`src/rre_defines.svh`:
```
/*
 * Shared constants of the return and rotate execution block: reset values,
 * bit positions and default widths.
 * Assumes it is included by bare name at file scope, ahead of a package or module.
 */
`ifndef RRE_DEFINES_SVH
`define RRE_DEFINES_SVH

`define RRE_DATA_W      8
`define RRE_BIT_MSB     3'h7
`define RRE_BIT_LSB     3'h0
`define RRE_PC_W        13
`define RRE_WORK_RST    8'h00
`define RRE_CARRY_RST   1'b0
`define RRE_ZERO_RST    1'b0
`define RRE_OVF_RST     1'b0
`define RRE_MIE_RST     1'b0
`define RRE_IRQ_VEC     13'h0004

`endif

```
`src/rre_pkg.sv`:
```
/*
 * Types of the return and rotate execution block.
 * Assumes rre_defines.svh is reachable on the include path.
 */
`include "rre_defines.svh"

package rre_pkg;

    // Operations this block executes; everything else is another unit's job.
    typedef enum logic [3:0] {
        OP_NONE,
        OP_RET_IMM,
        OP_RETURN_FROM_INTERRUPT,
        OP_ROTATE_LEFT_IN_PLACE,
        OP_ROTATE_LEFT_TO_WORK_REG,
        OP_ROTATE_LEFT_THROUGH_CARRY,
        OP_ROTATE_LEFT_CARRY_TO_WORK_REG,
        OP_ROTATE_RIGHT_IN_PLACE,
        OP_ROTATE_RIGHT_TO_WORK_REG,
        OP_ROTATE_RIGHT_THROUGH_CARRY
    } rre_op_t;

endpackage

```
`src/rre_exec.sv`:
```
/*
 * Execution unit for the return-with-immediate, return-from-interrupt and
 * the eight-bit rotate instructions. It owns the working result register,
 * the carry, zero and overflow flags, the master interrupt enable and the PC.
 * Assumes a decoder on the same clock presents one operation per op_valid
 * pulse, with the operand byte already read from data memory and the top
 * of the return stack on stack_pc. The stack itself lives outside.
 */
`timescale 1ns/1ps
`default_nettype none

`include "rre_defines.svh"

module rre_exec
    import rre_pkg::*;
#(
    parameter int               PC_W    = `RRE_PC_W,
    parameter logic [PC_W-1:0]  IRQ_VEC = `RRE_IRQ_VEC
) (
    input  wire logic            clk,
    input  wire logic            sys_rst,
    input  wire logic            op_valid,
    input  wire rre_op_t         op_code,
    input  wire logic [7:0]      mem_rd_data,
    input  wire logic [7:0]      imm_data,
    input  wire logic [PC_W-1:0] stack_pc,
    input  wire logic            irq_pending,
    input  wire logic            mie_wr_en,
    input  wire logic            mie_wr_val,
    output logic      [7:0]      work_reg,
    output logic                 carry_flag,
    output logic                 zero_flag,
    output logic                 ovf_flag,
    output logic                 master_interrupt_enable,
    output logic      [PC_W-1:0] pc,
    output logic                 stack_pop,
    output logic                 mem_wr_en,
    output logic      [7:0]      mem_wr_data,
    output logic                 irq_enter,
    output logic      [PC_W-1:0] irq_ret_addr,
    output logic                 op_done
);

    // The counter must hold the interrupt vector; wider than 16 bits is not served.
    if (PC_W < 3 || PC_W > 16) begin : g_pc_w_check
        $error("PC_W out of range");
    end

    typedef struct packed {
        logic [7:0]      work;
        logic            c;
        logic            z;
        logic            ov;
        logic            mie;
        logic [PC_W-1:0] pc;
        logic            pop;
        logic            we;
        logic [7:0]      wdata;
        logic            irq;
        logic [PC_W-1:0] ret;
        logic            done;
    } rre_state_t;

    rre_state_t s_r;
    rre_state_t s_nxt;
    logic [7:0] rot_res;
    logic       rot_c;
    logic       rot_right;
    logic       rot_thru;

    ////////////////////////////////////////////////////////////////////////
    // Direction and carry mode follow straight from the operation code.
    assign rot_right = (op_code == OP_ROTATE_RIGHT_IN_PLACE) ||
                       (op_code == OP_ROTATE_RIGHT_TO_WORK_REG) ||
                       (op_code == OP_ROTATE_RIGHT_THROUGH_CARRY);
    assign rot_thru  = (op_code == OP_ROTATE_LEFT_THROUGH_CARRY) ||
                       (op_code == OP_ROTATE_LEFT_CARRY_TO_WORK_REG) ||
                       (op_code == OP_ROTATE_RIGHT_THROUGH_CARRY);

    rre_rotator u_rot (
        .src        (mem_rd_data),
        .carry_in   (s_r.c),
        .dir_right  (rot_right),
        .thru_carry (rot_thru),
        .result     (rot_res),
        .carry_out  (rot_c)
    );

    ////////////////////////////////////////////////////////////////////////
    // Next state. Pulses default low; zero and overflow are never touched here.
    always_comb begin
        s_nxt      = s_r;
        s_nxt.pop  = 1'b0;
        s_nxt.we   = 1'b0;
        s_nxt.irq  = 1'b0;
        s_nxt.done = 1'b0;
        // A core write to the enable yields to a return from interrupt in the same cycle.
        if (mie_wr_en) begin
            s_nxt.mie = mie_wr_val;
        end
        if (op_valid) begin
            s_nxt.done = 1'b1;
            unique case (op_code)
                OP_RET_IMM: begin
                    s_nxt.pc  = stack_pc;
                    s_nxt.pop = 1'b1;
                    s_nxt.work = imm_data;
                end
                OP_RETURN_FROM_INTERRUPT: begin
                    s_nxt.pop = 1'b1;
                    if (irq_pending) begin
                        // Chain straight into the handler; the popped address is
                        // handed back so the main program resumes afterwards.
                        s_nxt.irq = 1'b1;
                        s_nxt.ret = stack_pc;
                        s_nxt.pc  = IRQ_VEC;
                        s_nxt.mie = 1'b0;
                    end else begin
                        s_nxt.pc  = stack_pc;
                        s_nxt.mie = 1'b1;
                    end
                end
                OP_ROTATE_LEFT_IN_PLACE, OP_ROTATE_RIGHT_IN_PLACE: begin
                    s_nxt.we    = 1'b1;
                    s_nxt.wdata = rot_res;
                end
                OP_ROTATE_LEFT_TO_WORK_REG, OP_ROTATE_RIGHT_TO_WORK_REG: begin
                    s_nxt.work = rot_res;
                end
                OP_ROTATE_LEFT_THROUGH_CARRY, OP_ROTATE_RIGHT_THROUGH_CARRY: begin
                    s_nxt.we    = 1'b1;
                    s_nxt.wdata = rot_res;
                    s_nxt.c     = rot_c;
                end
                OP_ROTATE_LEFT_CARRY_TO_WORK_REG: begin
                    s_nxt.work = rot_res;
                    s_nxt.c   = rot_c;
                end
                OP_NONE: begin
                    s_nxt.done = 1'b0;
                end
                default: begin
                    s_nxt.done = 1'b0;  // Illegal codes are ignored.
                end
            endcase
        end
    end

    ////////////////////////////////////////////////////////////////////////
    // State register.
    always_ff @(posedge clk or posedge sys_rst) begin
        if (sys_rst) begin
            s_r       <= '0;
            s_r.work  <= `RRE_WORK_RST;
            s_r.c     <= `RRE_CARRY_RST;
            s_r.z     <= `RRE_ZERO_RST;
            s_r.ov    <= `RRE_OVF_RST;
            s_r.mie   <= `RRE_MIE_RST;
        end else begin
            s_r <= s_nxt;
        end
    end

    // Outputs come straight from the state register.
    assign work_reg                = s_r.work;
    assign carry_flag              = s_r.c;
    assign zero_flag               = s_r.z;
    assign ovf_flag                = s_r.ov;
    assign master_interrupt_enable = s_r.mie;
    assign pc                      = s_r.pc;
    assign stack_pop               = s_r.pop;
    assign mem_wr_en               = s_r.we;
    assign mem_wr_data             = s_r.wdata;
    assign irq_enter               = s_r.irq;
    assign irq_ret_addr            = s_r.ret;
    assign op_done                 = s_r.done;
endmodule

`default_nettype wire

```
`src/rre_rotator.sv`:
```
/*
 * Eight-bit one-place rotator, plain or through carry, left or right.
 * Purely combinational; the caller registers the result.
 */
`timescale 1ns/1ps
`default_nettype none

`include "rre_defines.svh"

module rre_rotator (
    input  wire logic [7:0] src,
    input  wire logic       carry_in,
    input  wire logic       dir_right,
    input  wire logic       thru_carry,
    output logic      [7:0] result,
    output logic            carry_out
);

    ////////////////////////////////////////////////////////////////////////
    // The fill bit is either the old carry or the bit falling off the far end.
    always_comb begin
        logic fill_bit;
        fill_bit = 1'b0;
        if (dir_right) begin
            fill_bit  = thru_carry ? carry_in : src[`RRE_BIT_LSB];
            result    = {fill_bit, src[7:1]};
            carry_out = thru_carry ? src[`RRE_BIT_LSB] : carry_in;
        end else begin
            fill_bit  = thru_carry ? carry_in : src[`RRE_BIT_MSB];
            result    = {src[6:0], fill_bit};
            carry_out = thru_carry ? src[`RRE_BIT_MSB] : carry_in;
        end
    end

endmodule

`default_nettype wire
```
`config.mk`:
```
export PLATFORM = sky130hd
export DESIGN_NAME = rre_exec
export DESIGN_NICKNAME = d
export VERILOG_FILES = /design/src/rre_pkg.sv /design/src/rre_exec.sv /design/src/rre_rotator.sv
export VERILOG_INCLUDE_DIRS = /design/src
export SDC_FILE = /design/constraint.sdc
export NUM_CORES = 1
export LEC_CHECK = 0
export BUFFER_PORTS_ARGS = -buffer_cell sky130_fd_sc_hd__buf_4
export CAP_MARGIN = 15
export CORE_MARGIN = 2
export CORE_UTILIZATION = 45
export CTS_CLUSTER_SIZE = 30
export DETAILED_ROUTE_END_ITERATION = 8
export PLACE_DENSITY = 0.74
export SLEW_MARGIN = 20
export SYNTH_ARGS = -nofsm -noshare
export SYNTH_HDL_FRONTEND = slang
export SYNTH_SLANG_ARGS = --single-unit
```
`constraint.sdc`:
```
create_clock -name clk -period 1.95 [get_ports clk]
set_input_delay 0 -clock clk [delete_from_list [all_inputs] [get_ports clk]]
set_output_delay 0 -clock clk [all_outputs]
set_load 0.01 [all_outputs]
```
==> flow_metrics.py, run 1 <==
metrics = {
    "timing": {
        "grt_setup_unrepaired": "no",
        "setup_viol": 0,
        "tns_ps": 0,
        "tightest_slew_ps": 632,
        "post-route-min-period_ps": 1440,
        "hold_viol_final": 0,
        "relSlewSlack": 0.579,
        "finalMaxSlewViolations": 0,
        "fmax_mhz": 695,
        "fin_skew_ps": 6.90,
        "post-route-period-util": 0.738,
    },
    "synthesis": {
        "ys_top_cells_by_area": "dfrtp_1, mux2_2, o21ai_0",
        "synth_top_cell_area_share": 0.509,
        "synthFlopType": "dfrtp_1",
        "synth_commonest_cells": "dfrtp_1, o21ai_0, a22o_1, mux2_2, nand2_1",
        "yosys.area.top_type": "dfrtp_1",
        "synth-edff-count": 0,
        "ys_async_sr_fraction": 1.00,
        "syn-cell-area_um2": 2360,
        "yosysMostFrequentCell": "dfrtp_1",
        "avgSynthCellArea_um2": 10.8,
        "ys_ff_latch": 48,
        "synth-seq-area-share": 0.509,
        "ys_types": 44,
        "syn_inst": 219,
        "yosysWarnings": 0,
    },
    "clock_tree": {
        "ctsResizeCount": 0,
        "insertion_delay_ps": 300,
        "cts_buffer_depth": 2,
        "cts_root_buf": "clkbuf_8",
        "cts_tree": "done",
        "h-tree-depth": 2,
        "cts_buffers": 5,
        "clkTransAtPathRegs_ps": 80,
        "cts.sinks": 48,
    },
    "placed_design": {
        "dp_hpwl_um": 4180,
        "place.gp.congestion": 0.803,
        "portBuffers": 86,
        "dp.cells": 363,
    },
    "routing": {
        "wl_per_cell_um": 15.6,
        "wirelength_um": 6140,
        "drtPass1Iterations": 4,
        "drt.antenna.violating_nets": 0,
        "vias": 2136,
        "viasPerCell": 5.44,
        "drc": 0,
        "drt_iter0_markers": 122,
    },
    "setup_path": {
        "cp_num_buf_inv": 2,
        "cp.required_ps": 2120,
        "crit_path_start_kind": "input pin",
        "worstSetupPathType": "input pin to flip-flop",
        "end_kind": "flip-flop",
        "max_stage_delay_ps": 520,
        "worstPathMaxFanout": 28,
        "arrival_ps": 1610,
        "critPathSlowestCell": "a22oi_1",
        "path_common_cell": "buf_4",
        "critPathTopFamily": "compound AO/OA/AOI/OAI gates",
        "crit_chain": "buf_4 -> buf_4 -> nor2_1 -> a22oi_1 -> or3_1 -> o211ai_2",
    },
    "global_route": {
        "grtUsageTotal": 0.214,
        "grt_pass1_wl_um": 9900,
        "grt_pass1_vias": 1958,
        "grt_antenna_before_repair": 0,
        "gr-total-overflow": 0,
        "grt_max_degree": 49,
    },
    "pwr": {
        "ir_worst_vdd_mv": 0.401,
        "leakage_nw": 1.62,
        "powerDensity_nw_per_um2": 866,
    },
    "final_layout": {
        "finalNetCount": 361,
        "final-instance-count-excl-fill": 393,
        "drive_gt1_frac": 0.390,
        "diodes": 0,
        "syn_to_final_growth_pct": 42.9,
    },
    "floorplanning": {
        "coreArea_um2": 5070,
        "start_util": 0.465,
        "dieHeight_um": 76.4,
        "die_x_um": 76.4,
        "die_area_um2": 5840,
        "rows": 26,
        "ios": 89,
    },
    "hold_path": {
        "holdCritPathClass": "input pin to flip-flop",
    },
    "outcome": {
        "status": "complete, no violations",
    },
    "run": {
        "cap_violations": 0,
    },
}
[layout make-up]
type / instances / area (µm²)
fillers: 431 / 1700
repair buffers: 114 / 911
multi-input cells: 147 / 1030
flip-flops and latches: 48 / 1200
well taps: 70 / 87.6
inverters: 6 / 22.5
clock inverters: 2 / 38.8
clock buffers: 6 / 82.6
[tightest hold or removal path, delay by kind of cell]
family / cells / cell delay (ps)
multiplexers: 1 / 70
buffers and inverters: 1 / 80
AO/OA/AOI/OAI: 1 / 150
[final timing paths]
| check | cells past startpoint | to | slack, ps | start |
|---|---|---|---|---|
| setup / recovery | 6 | work_reg[3] | 510 | op_code[2] |
| hold / removal | 3 | master_interrupt_enable | 30 | mie_wr_val |
| setup reg to reg | 3 | mem_wr_data[0] | 670 | carry_flag |
| hold reg to reg | 2 | mem_wr_data[5] | 490 | mem_wr_data[5] |
| max in group asynchronous | 4 | irq_ret_addr[10] | 1130 | sys_rst |
| min in group asynchronous | 4 | pc[7] | 420 | sys_rst |
[logic make-up (layout without fill, tap and decap cells)]
family | Yosys count | in the layout | share of synthesized area
AO/OA/AOI/OAI | 68 | 68 | 0.215
other | 1 | 2 | 0.00159
multiplexers | 15 | 15 | 0.0706
AND/OR/NAND/NOR | 60 | 60 | 0.140
XOR/XNOR | 2 | 2 | 0.00743
flip-flops | 48 | 48 | 0.509
buffers and inverters | 25 | 128 | 0.0568
[layer usage]
layer  wire, µm  vias up  GRT usage
met4         85        0     0.0727
met2       3140       66      0.340
met5          0        -          0
met3        311        8     0.0521
met1       2600     1057      0.288
li1           -     1005          -
[where the power goes]
part	switching, mW	internal, mW
clock network	0.320	0.419
registers	0.111	1.19
logic	0.397	0.485
[placed cells by master (no fill, tap or decap), types with 2 or more instances in the layout]
| cell | synthesis | routed |
|---|---|---|
| a21oi_1 | 2 | 2 |
| o21ai_0 | 26 | 26 |
| and3_1 | 2 | 2 |
| mux2i_1 | 2 | 2 |
| or3_1 | 2 | 2 |
| mux2_2 | 13 | 13 |
| a31oi_1 | 2 | 2 |
| a22o_1 | 13 | 13 |
| nand4_1 | 9 | 9 |
| nand3_1 | 2 | 2 |
| clkbuf_8 | 0 | 6 |
| nor3_1 | 7 | 7 |
| dlygate4sd3_1 | 0 | 22 |
| inv_1 | 6 | 5 |
| nand2b_1 | 2 | 2 |
| buf_4 | 5 | 92 |
| a2bb2oi_1 | 2 | 2 |
| nor2_1 | 7 | 7 |
| conb_1 | 1 | 2 |
| o221ai_1 | 7 | 7 |
| nor2b_1 | 9 | 9 |
| o211ai_2 | 8 | 8 |
| nand2_1 | 13 | 13 |
| dfrtp_1 | 48 | 48 |
[through the flow]
stage	utilization	area, µm²	hold WS (ps)	power (mW)	setup slack (ps)
2_1_floorplan	-	2360	133	1.71	465
3_3_place_gp	0.597	3030	193	2.14	289
3_5_place_dp	0.597	3030	197	2.17	253
4_1_cts	0.664	3370	24.0	2.95	528
5_1_grt	0.664	3370	41.2	3.08	371
6_report	0.664	3370	33.2	2.92	511
[what timing repair did]
action	4_1_cts	5_1_grt
setup endpoints to repair	0	0
hold buffers	22	0
buffers inserted	0	0
hold endpoints to repair	82	0
Note: power is estimated with default switching activity, not from simulation.
==> run 2, diff against run 1 <==
--- a/config.mk
+++ b/config.mk
@@ -9,10 +9,10 @@
 export BUFFER_PORTS_ARGS = -buffer_cell sky130_fd_sc_hd__buf_4
 export CAP_MARGIN = 15
 export CORE_MARGIN = 2
-export CORE_UTILIZATION = 45
+export CORE_UTILIZATION = 44
 export CTS_CLUSTER_SIZE = 30
 export DETAILED_ROUTE_END_ITERATION = 8
-export PLACE_DENSITY = 0.74
+export PLACE_DENSITY = 0.76
 export SLEW_MARGIN = 20
 export SYNTH_ARGS = -nofsm -noshare
 export SYNTH_HDL_FRONTEND = slang
==> constraint.sdc (replaced) <==
create_clock -name clk -period 1.27 [get_ports clk]
set_input_delay 0 -clock clk [delete_from_list [all_inputs] [get_ports clk]]
set_output_delay 0 -clock clk [all_outputs]
set_load 0.01 [all_outputs]
==> run 2 against run 1 <==
Total power grew 51%. Via count rose by 2.7%. Sequential cell count stayed put. Hold slack worse by 20 ps. Final area increased by 6.8%. Utilization increased by 3.6 points. Final cell count increased by 6.1%. Clock power increased by 28%. Die area increased by 2.2%. Worst setup slack got worse by 440 ps. Highest routed layer unchanged.
==> flow_metrics.py, run 2 (synthesis gave the netlist of run 1 again) <==
metrics = {
    "setup_path": {
        "reg2reg_slack_ps": 110,
        "critPathTopFamily": "buffers and inverters",
        "crit_path_start_kind": "input pin",
        "cp.required_ps": 1450,
        "r2r-end": "work_reg[7]",
        "worstPathMaxFanout": 10,
        "max_stage_delay_ps": 540,
        "end_kind": "flip-flop",
        "arrival_ps": 1380,
        "reg2reg_from": "carry_flag",
        "crit_chain": "dlygate4sd3_1 -> buf_4 -> nand2_1 -> nor2_4 -> buf_12 -> mux2_2",
        "r2r_cells": 5,
        "critPathSlowestCell": "dlygate4sd3_1",
        "cp_num_buf_inv": 3,
        "worstSetupPathType": "input pin to flip-flop",
    },
    "global_route": {
        "grtUsageTotal": 0.217,
        "grt_pass1_vias": 2091,
        "gr-total-overflow": 0,
        "grt_max_degree": 49,
        "grt_antenna_before_repair": 0,
        "grt_pass1_wl_um": 10400,
    },
    "routing": {
        "viasPerCell": 5.26,
        "drtPass1Iterations": 4,
        "drt_iter0_markers": 54,
        "wirelength_um": 6230,
        "drt.antenna.violating_nets": 0,
        "vias": 2194,
        "wl_per_cell_um": 14.9,
        "drc": 0,
    },
    "clock_tree": {
        "clkTransAtPathRegs_ps": 90,
        "cts_buffers": 5,
        "cts_root_buf": "clkbuf_8",
        "cts.sinks": 48,
        "cts_tree": "done",
        "h-tree-depth": 2,
        "insertion_delay_ps": 290,
        "cts_buffer_depth": 2,
    },
    "timing": {
        "post-route-period-util": 0.947,
        "fmax_mhz": 831,
        "final.setup.worst_slack_ps": 66.9,
        "grt_setup_unrepaired": "no",
        "finalMaxSlewViolations": 0,
        "setup_viol": 0,
        "fin_skew_ps": 2.80,
        "hold_viol_final": 0,
        "post-route-min-period_ps": 1200,
        "timing.hold.ws_ps": 13.3,
    },
    "final_layout": {
        "syn_to_final_growth_pct": 52.6,
        "drive_gt1_frac": 0.441,
        "finalNetCount": 385,
        "final_cell_mix": "buf_4, dfrtp_1, o21ai_0",
        "diodes": 0,
        "final_common_cell": "buf_4",
        "fill_cells": 410,
        "fin_area_um2": 3600,
    },
    "hold_path": {
        "holdPathStages": 3,
        "holdCritPathClass": "input pin to flip-flop",
        "min_to": "work_reg[0]",
        "hold_start": "imm_data[0]",
    },
    "floorplanning": {
        "die_area_um2": 5960,
        "ios": 89,
        "dieHeight_um": 77.2,
        "coreArea_um2": 5140,
        "rows": 26,
        "die_x_um": 77.2,
        "start_util": 0.459,
    },
    "pwr": {
        "powerDensity_nw_per_um2": 1230,
        "ir_worst_vdd_mv": 0.675,
        "leakage_nw": 1.75,
        "p_total_mw": 4.41,
    },
    "placed_design": {
        "place.gp.congestion": 0.857,
        "dp_hpwl_um": 4500,
        "dp_slack_ps": -211,
        "portBuffers": 86,
        "placed_area_um2": 3270,
    },
    "outcome": {
        "status": "complete, no violations",
    },
    "run": {
        "cap_violations": 0,
    },
}
## run 2: stage by stage
stage,utilization,setup TNS [ps],cells
final,0.700,0,417
after global routing,0.700,0,417
after CTS,0.698,0,417
after detailed placement,0.636,-6680,387
after global placement,0.636,-5750,387
after floorplan,-,-1900,220
## run 2: worst max path at each step
stage	start	cells past startpoint	slack [ps]	to
CTS	carry_flag	3	20	mem_wr_data[0]
detailed placement	op_code[2]	6	-210	work_reg[5]
global route	op_code[2]	8	20	mem_wr_data[6]
global placement	op_code[2]	6	-170	work_reg[2]
floorplan	op_code[2]	6	-130	work_reg[1]
finish	irq_pending	6	70	irq_ret_addr[7]
## run 2: what timing repair did
| item | 4_1_cts | 5_1_grt |
|---|---|---|
| resized for setup | 0 | 2 |
| setup buffers | 0 | 0 |
| setup endpoints to repair | 0 | 3 |
| hold buffers | 22 | 0 |
| hold endpoints to repair | 81 | 0 |
## run 2: power by group
| group | internal, mW | total, mW | switching [mW] |
|---|---|---|---|
| clock network | 0.446 | 0.948 | 0.502 |
| registers | 1.82 | 2.01 | 0.184 |
| logic | 0.837 | 1.46 | 0.620 |
## run 2: metal layers
metal  part of all wire  vias to the layer above  track usage
met5                  0                        -            0
li1                   -                     1057            -
met1               0.45                     1050        0.297
met4             0.0069                        0       0.0321
met3              0.057                        6       0.0447
met2               0.48                       81        0.363
## run 2: area by class of cell
class / instances / area, µm² / area share
clock buffers: 6 / 82.6 / 0.0229
clock inverters: 2 / 13.8 / 0.00382
inverters: 6 / 22.5 / 0.00626
multi-input cells: 147 / 1080 / 0.299
flip-flops and latches: 48 / 1200 / 0.334
well taps: 70 / 87.6 / 0.0243
repair buffers: 138 / 1120 / 0.310
## run 2: worst reg2reg max path, delay by kind of cell (launching register included)
kind / cells / cell delay (ps)
DFF: 1 / 420
buffers and inverters: 1 / 140
and+or+nand+nor: 1 / 160
AOI/OAI and AO/OA: 3 / 340
==> run 3, diff against run 2 <==
--- a/config.mk
+++ b/config.mk
@@ -9,10 +9,9 @@
 export BUFFER_PORTS_ARGS = -buffer_cell sky130_fd_sc_hd__buf_4
 export CAP_MARGIN = 15
 export CORE_MARGIN = 2
-export CORE_UTILIZATION = 44
+export CORE_UTILIZATION = 35
 export CTS_CLUSTER_SIZE = 30
 export DETAILED_ROUTE_END_ITERATION = 8
-export PLACE_DENSITY = 0.76
 export SLEW_MARGIN = 20
 export SYNTH_ARGS = -nofsm -noshare
 export SYNTH_HDL_FRONTEND = slang
==> run 3 against run 2 <==
Final area is 2.1% higher. Utilization decreased by 13 points. Critical path depth fell by 1. Via count rose by 1.1%. First-iteration DRC count rose by 89%. Global-route usage fell by 3.8 points. Die area rose by 24%. Worst setup slack better by 36 ps. Final cell count rose by 2.2%. Register-to-register slack about the same. Sequential power hardly changed. Critical path type is now flip-flop to flip-flop. Largest cell class unchanged. Largest power group unchanged. Highest routed layer unchanged.
==> flow_metrics.py, run 3 (synthesis gave the netlist of run 1 again) <==
metrics = {
    "placed_design": {
        "dp_hpwl_um": 4640,
        "placed_area_um2": 3300,
        "portBuffers": 86,
        "place.gp.congestion": 0.823,
    },
    "final_layout": {
        "fill_cells": 569,
        "final_core_util": 0.572,
        "seqCellArea_um2": 1200,
        "finalNetCount": 387,
        "multiInputGateArea_um2": 1070,
        "final_common_cell": "buf_4",
        "drive_gt1_frac": 0.438,
        "syn_to_final_growth_pct": 55.8,
        "fin_area_um2": 3670,
        "diodes": 0,
        "final_cell_mix": "buf_4, dfrtp_1, o21ai_0",
    },
    "global_route": {
        "grt_max_degree": 49,
        "grt_antenna_before_repair": 0,
        "gr-total-overflow": 0,
        "grtUsageTotal": 0.178,
        "grt_pass1_vias": 2134,
        "grt_pass1_wl_um": 10500,
    },
    "clock_tree": {
        "cts_buffer_depth": 2,
        "cts.sinks": 48,
        "cts_setup_buffers": 0,
        "h-tree-depth": 2,
        "cts_tree": "done",
        "clkTransAtPathRegs_ps": 100,
        "cts_root_buf": "clkbuf_8",
        "cts_buffers": 5,
        "insertion_delay_ps": 300,
    },
    "setup_path": {
        "max_stage_delay_ps": 420,
        "arrival_ps": 1360,
        "r2r-end": "work_reg[7]",
        "cp.required_ps": 1460,
        "cp_num_buf_inv": 1,
        "worstPathMaxFanout": 4,
        "critPathTopFamily": "flip-flops",
        "critPathSlowestCell": "dfrtp_1",
        "crit_path_start_kind": "flip-flop",
        "end_kind": "flip-flop",
        "reg2reg_from": "carry_flag",
        "reg2reg_slack_ps": 100,
        "crit_chain": "nor2b_1 -> a2bb2oi_1 -> o2bb2ai_1 -> buf_4 -> o211ai_2",
        "r2r_cells": 5,
        "worstSetupPathType": "flip-flop to flip-flop",
    },
    "floorplanning": {
        "die_x_um": 86.1,
        "die_area_um2": 7410,
        "coreArea_um2": 6420,
        "rows": 29,
        "dieHeight_um": 86.1,
        "ios": 89,
        "start_util": 0.367,
    },
    "timing": {
        "hold_viol_final": 0,
        "grt_setup_unrepaired": "no",
        "post-route-period-util": 0.919,
        "setup_viol": 0,
        "fin_skew_ps": 7.04,
        "finalMaxSlewViolations": 0,
        "tns_ps": 0,
        "post-route-min-period_ps": 1170,
        "fmax_mhz": 856,
    },
    "outcome": {
        "status": "complete, no violations",
    },
    "routing": {
        "drtPass1Iterations": 4,
        "wl_per_cell_um": 15.3,
        "top_layer": "met4",
        "drc": 0,
        "wl_met1_um": 2960,
        "viasPerCell": 5.21,
        "met2_length_um": 3090,
        "vias": 2219,
        "wirelength_um": 6510,
        "wl_met3_um": 450,
        "drt.antenna.violating_nets": 0,
        "drt_iter0_markers": 102,
    },
    "hold_path": {
        "hold_start": "mie_wr_en",
        "min_to": "master_interrupt_enable",
        "holdCritPathClass": "input pin to flip-flop",
        "holdPathStages": 3,
    },
    "pwr": {
        "ir_worst_vdd_mv": 0.539,
        "leakage_nw": 1.78,
        "powerDensity_nw_per_um2": 1310,
    },
    "run": {
        "cap_violations": 0,
    },
}
[run 3: worst max-delay path by stage]
stage,start,to,slack [ps],depth (start not counted)
after global placement,op_code[2],work_reg[2],-180,6
after floorplan,op_code[2],work_reg[1],-130,6
after detailed placement,op_code[2],work_reg[2],-210,6
after global routing,carry_flag,mem_wr_data[7],10,5
final,carry_flag,work_reg[7],100,5
after CTS,master_interrupt_enable,master_interrupt_enable,50,3
[run 3: metal layers]
metal,global-route usage,up-vias
met5,0,-
met4,0.0390,0
met3,0.0346,2
met2,0.285,92
met1,0.252,1067
li1,-,1058
[run 3: worst register-to-register path: stages, from the launching register on]
cell       delay [ps]
dfrtp_1           420
nor2b_1           130
a2bb2oi_1         160
o2bb2ai_1         140
buf_4             150
o211ai_2           70
[run 3: power breakdown]
group	internal (mW)	leakage, nW	switching (mW)	total (mW)
Combinational	0.843	1.10	0.617	1.46
Clock	0.793	0.0687	0.538	1.33
Sequential	1.82	0.610	0.187	2.01
[run 3: what timing repair did]
action                                 CTS  global route
endpoints found under the hold margin   82             1
pin swaps                                0             1
setup endpoints to repair                1             2
resized for setup                        1             0
hold buffers                            23             1
[run 3: final cells by class]
class,instances,share of cell area
clock buffers,5,0.0187
flip-flops and latches,48,0.327
well taps,77,0.0262
clock inverters,3,0.0187
repair buffers,140,0.312
multi-input cells,147,0.291
inverters,6,0.00613
[run 3: stage by stage]
step	instances	power (mW)	setup WS (ps)	hold WS [ps]
2_1_floorplan	220	2.67	-129	133
3_3_place_gp	395	3.42	-183	68.0
3_5_place_dp	395	3.45	-210	70.5
4_1_cts	426	4.86	52.7	1.02
5_1_grt	426	5.05	10.4	54.2
6_report	426	4.80	102	12.0
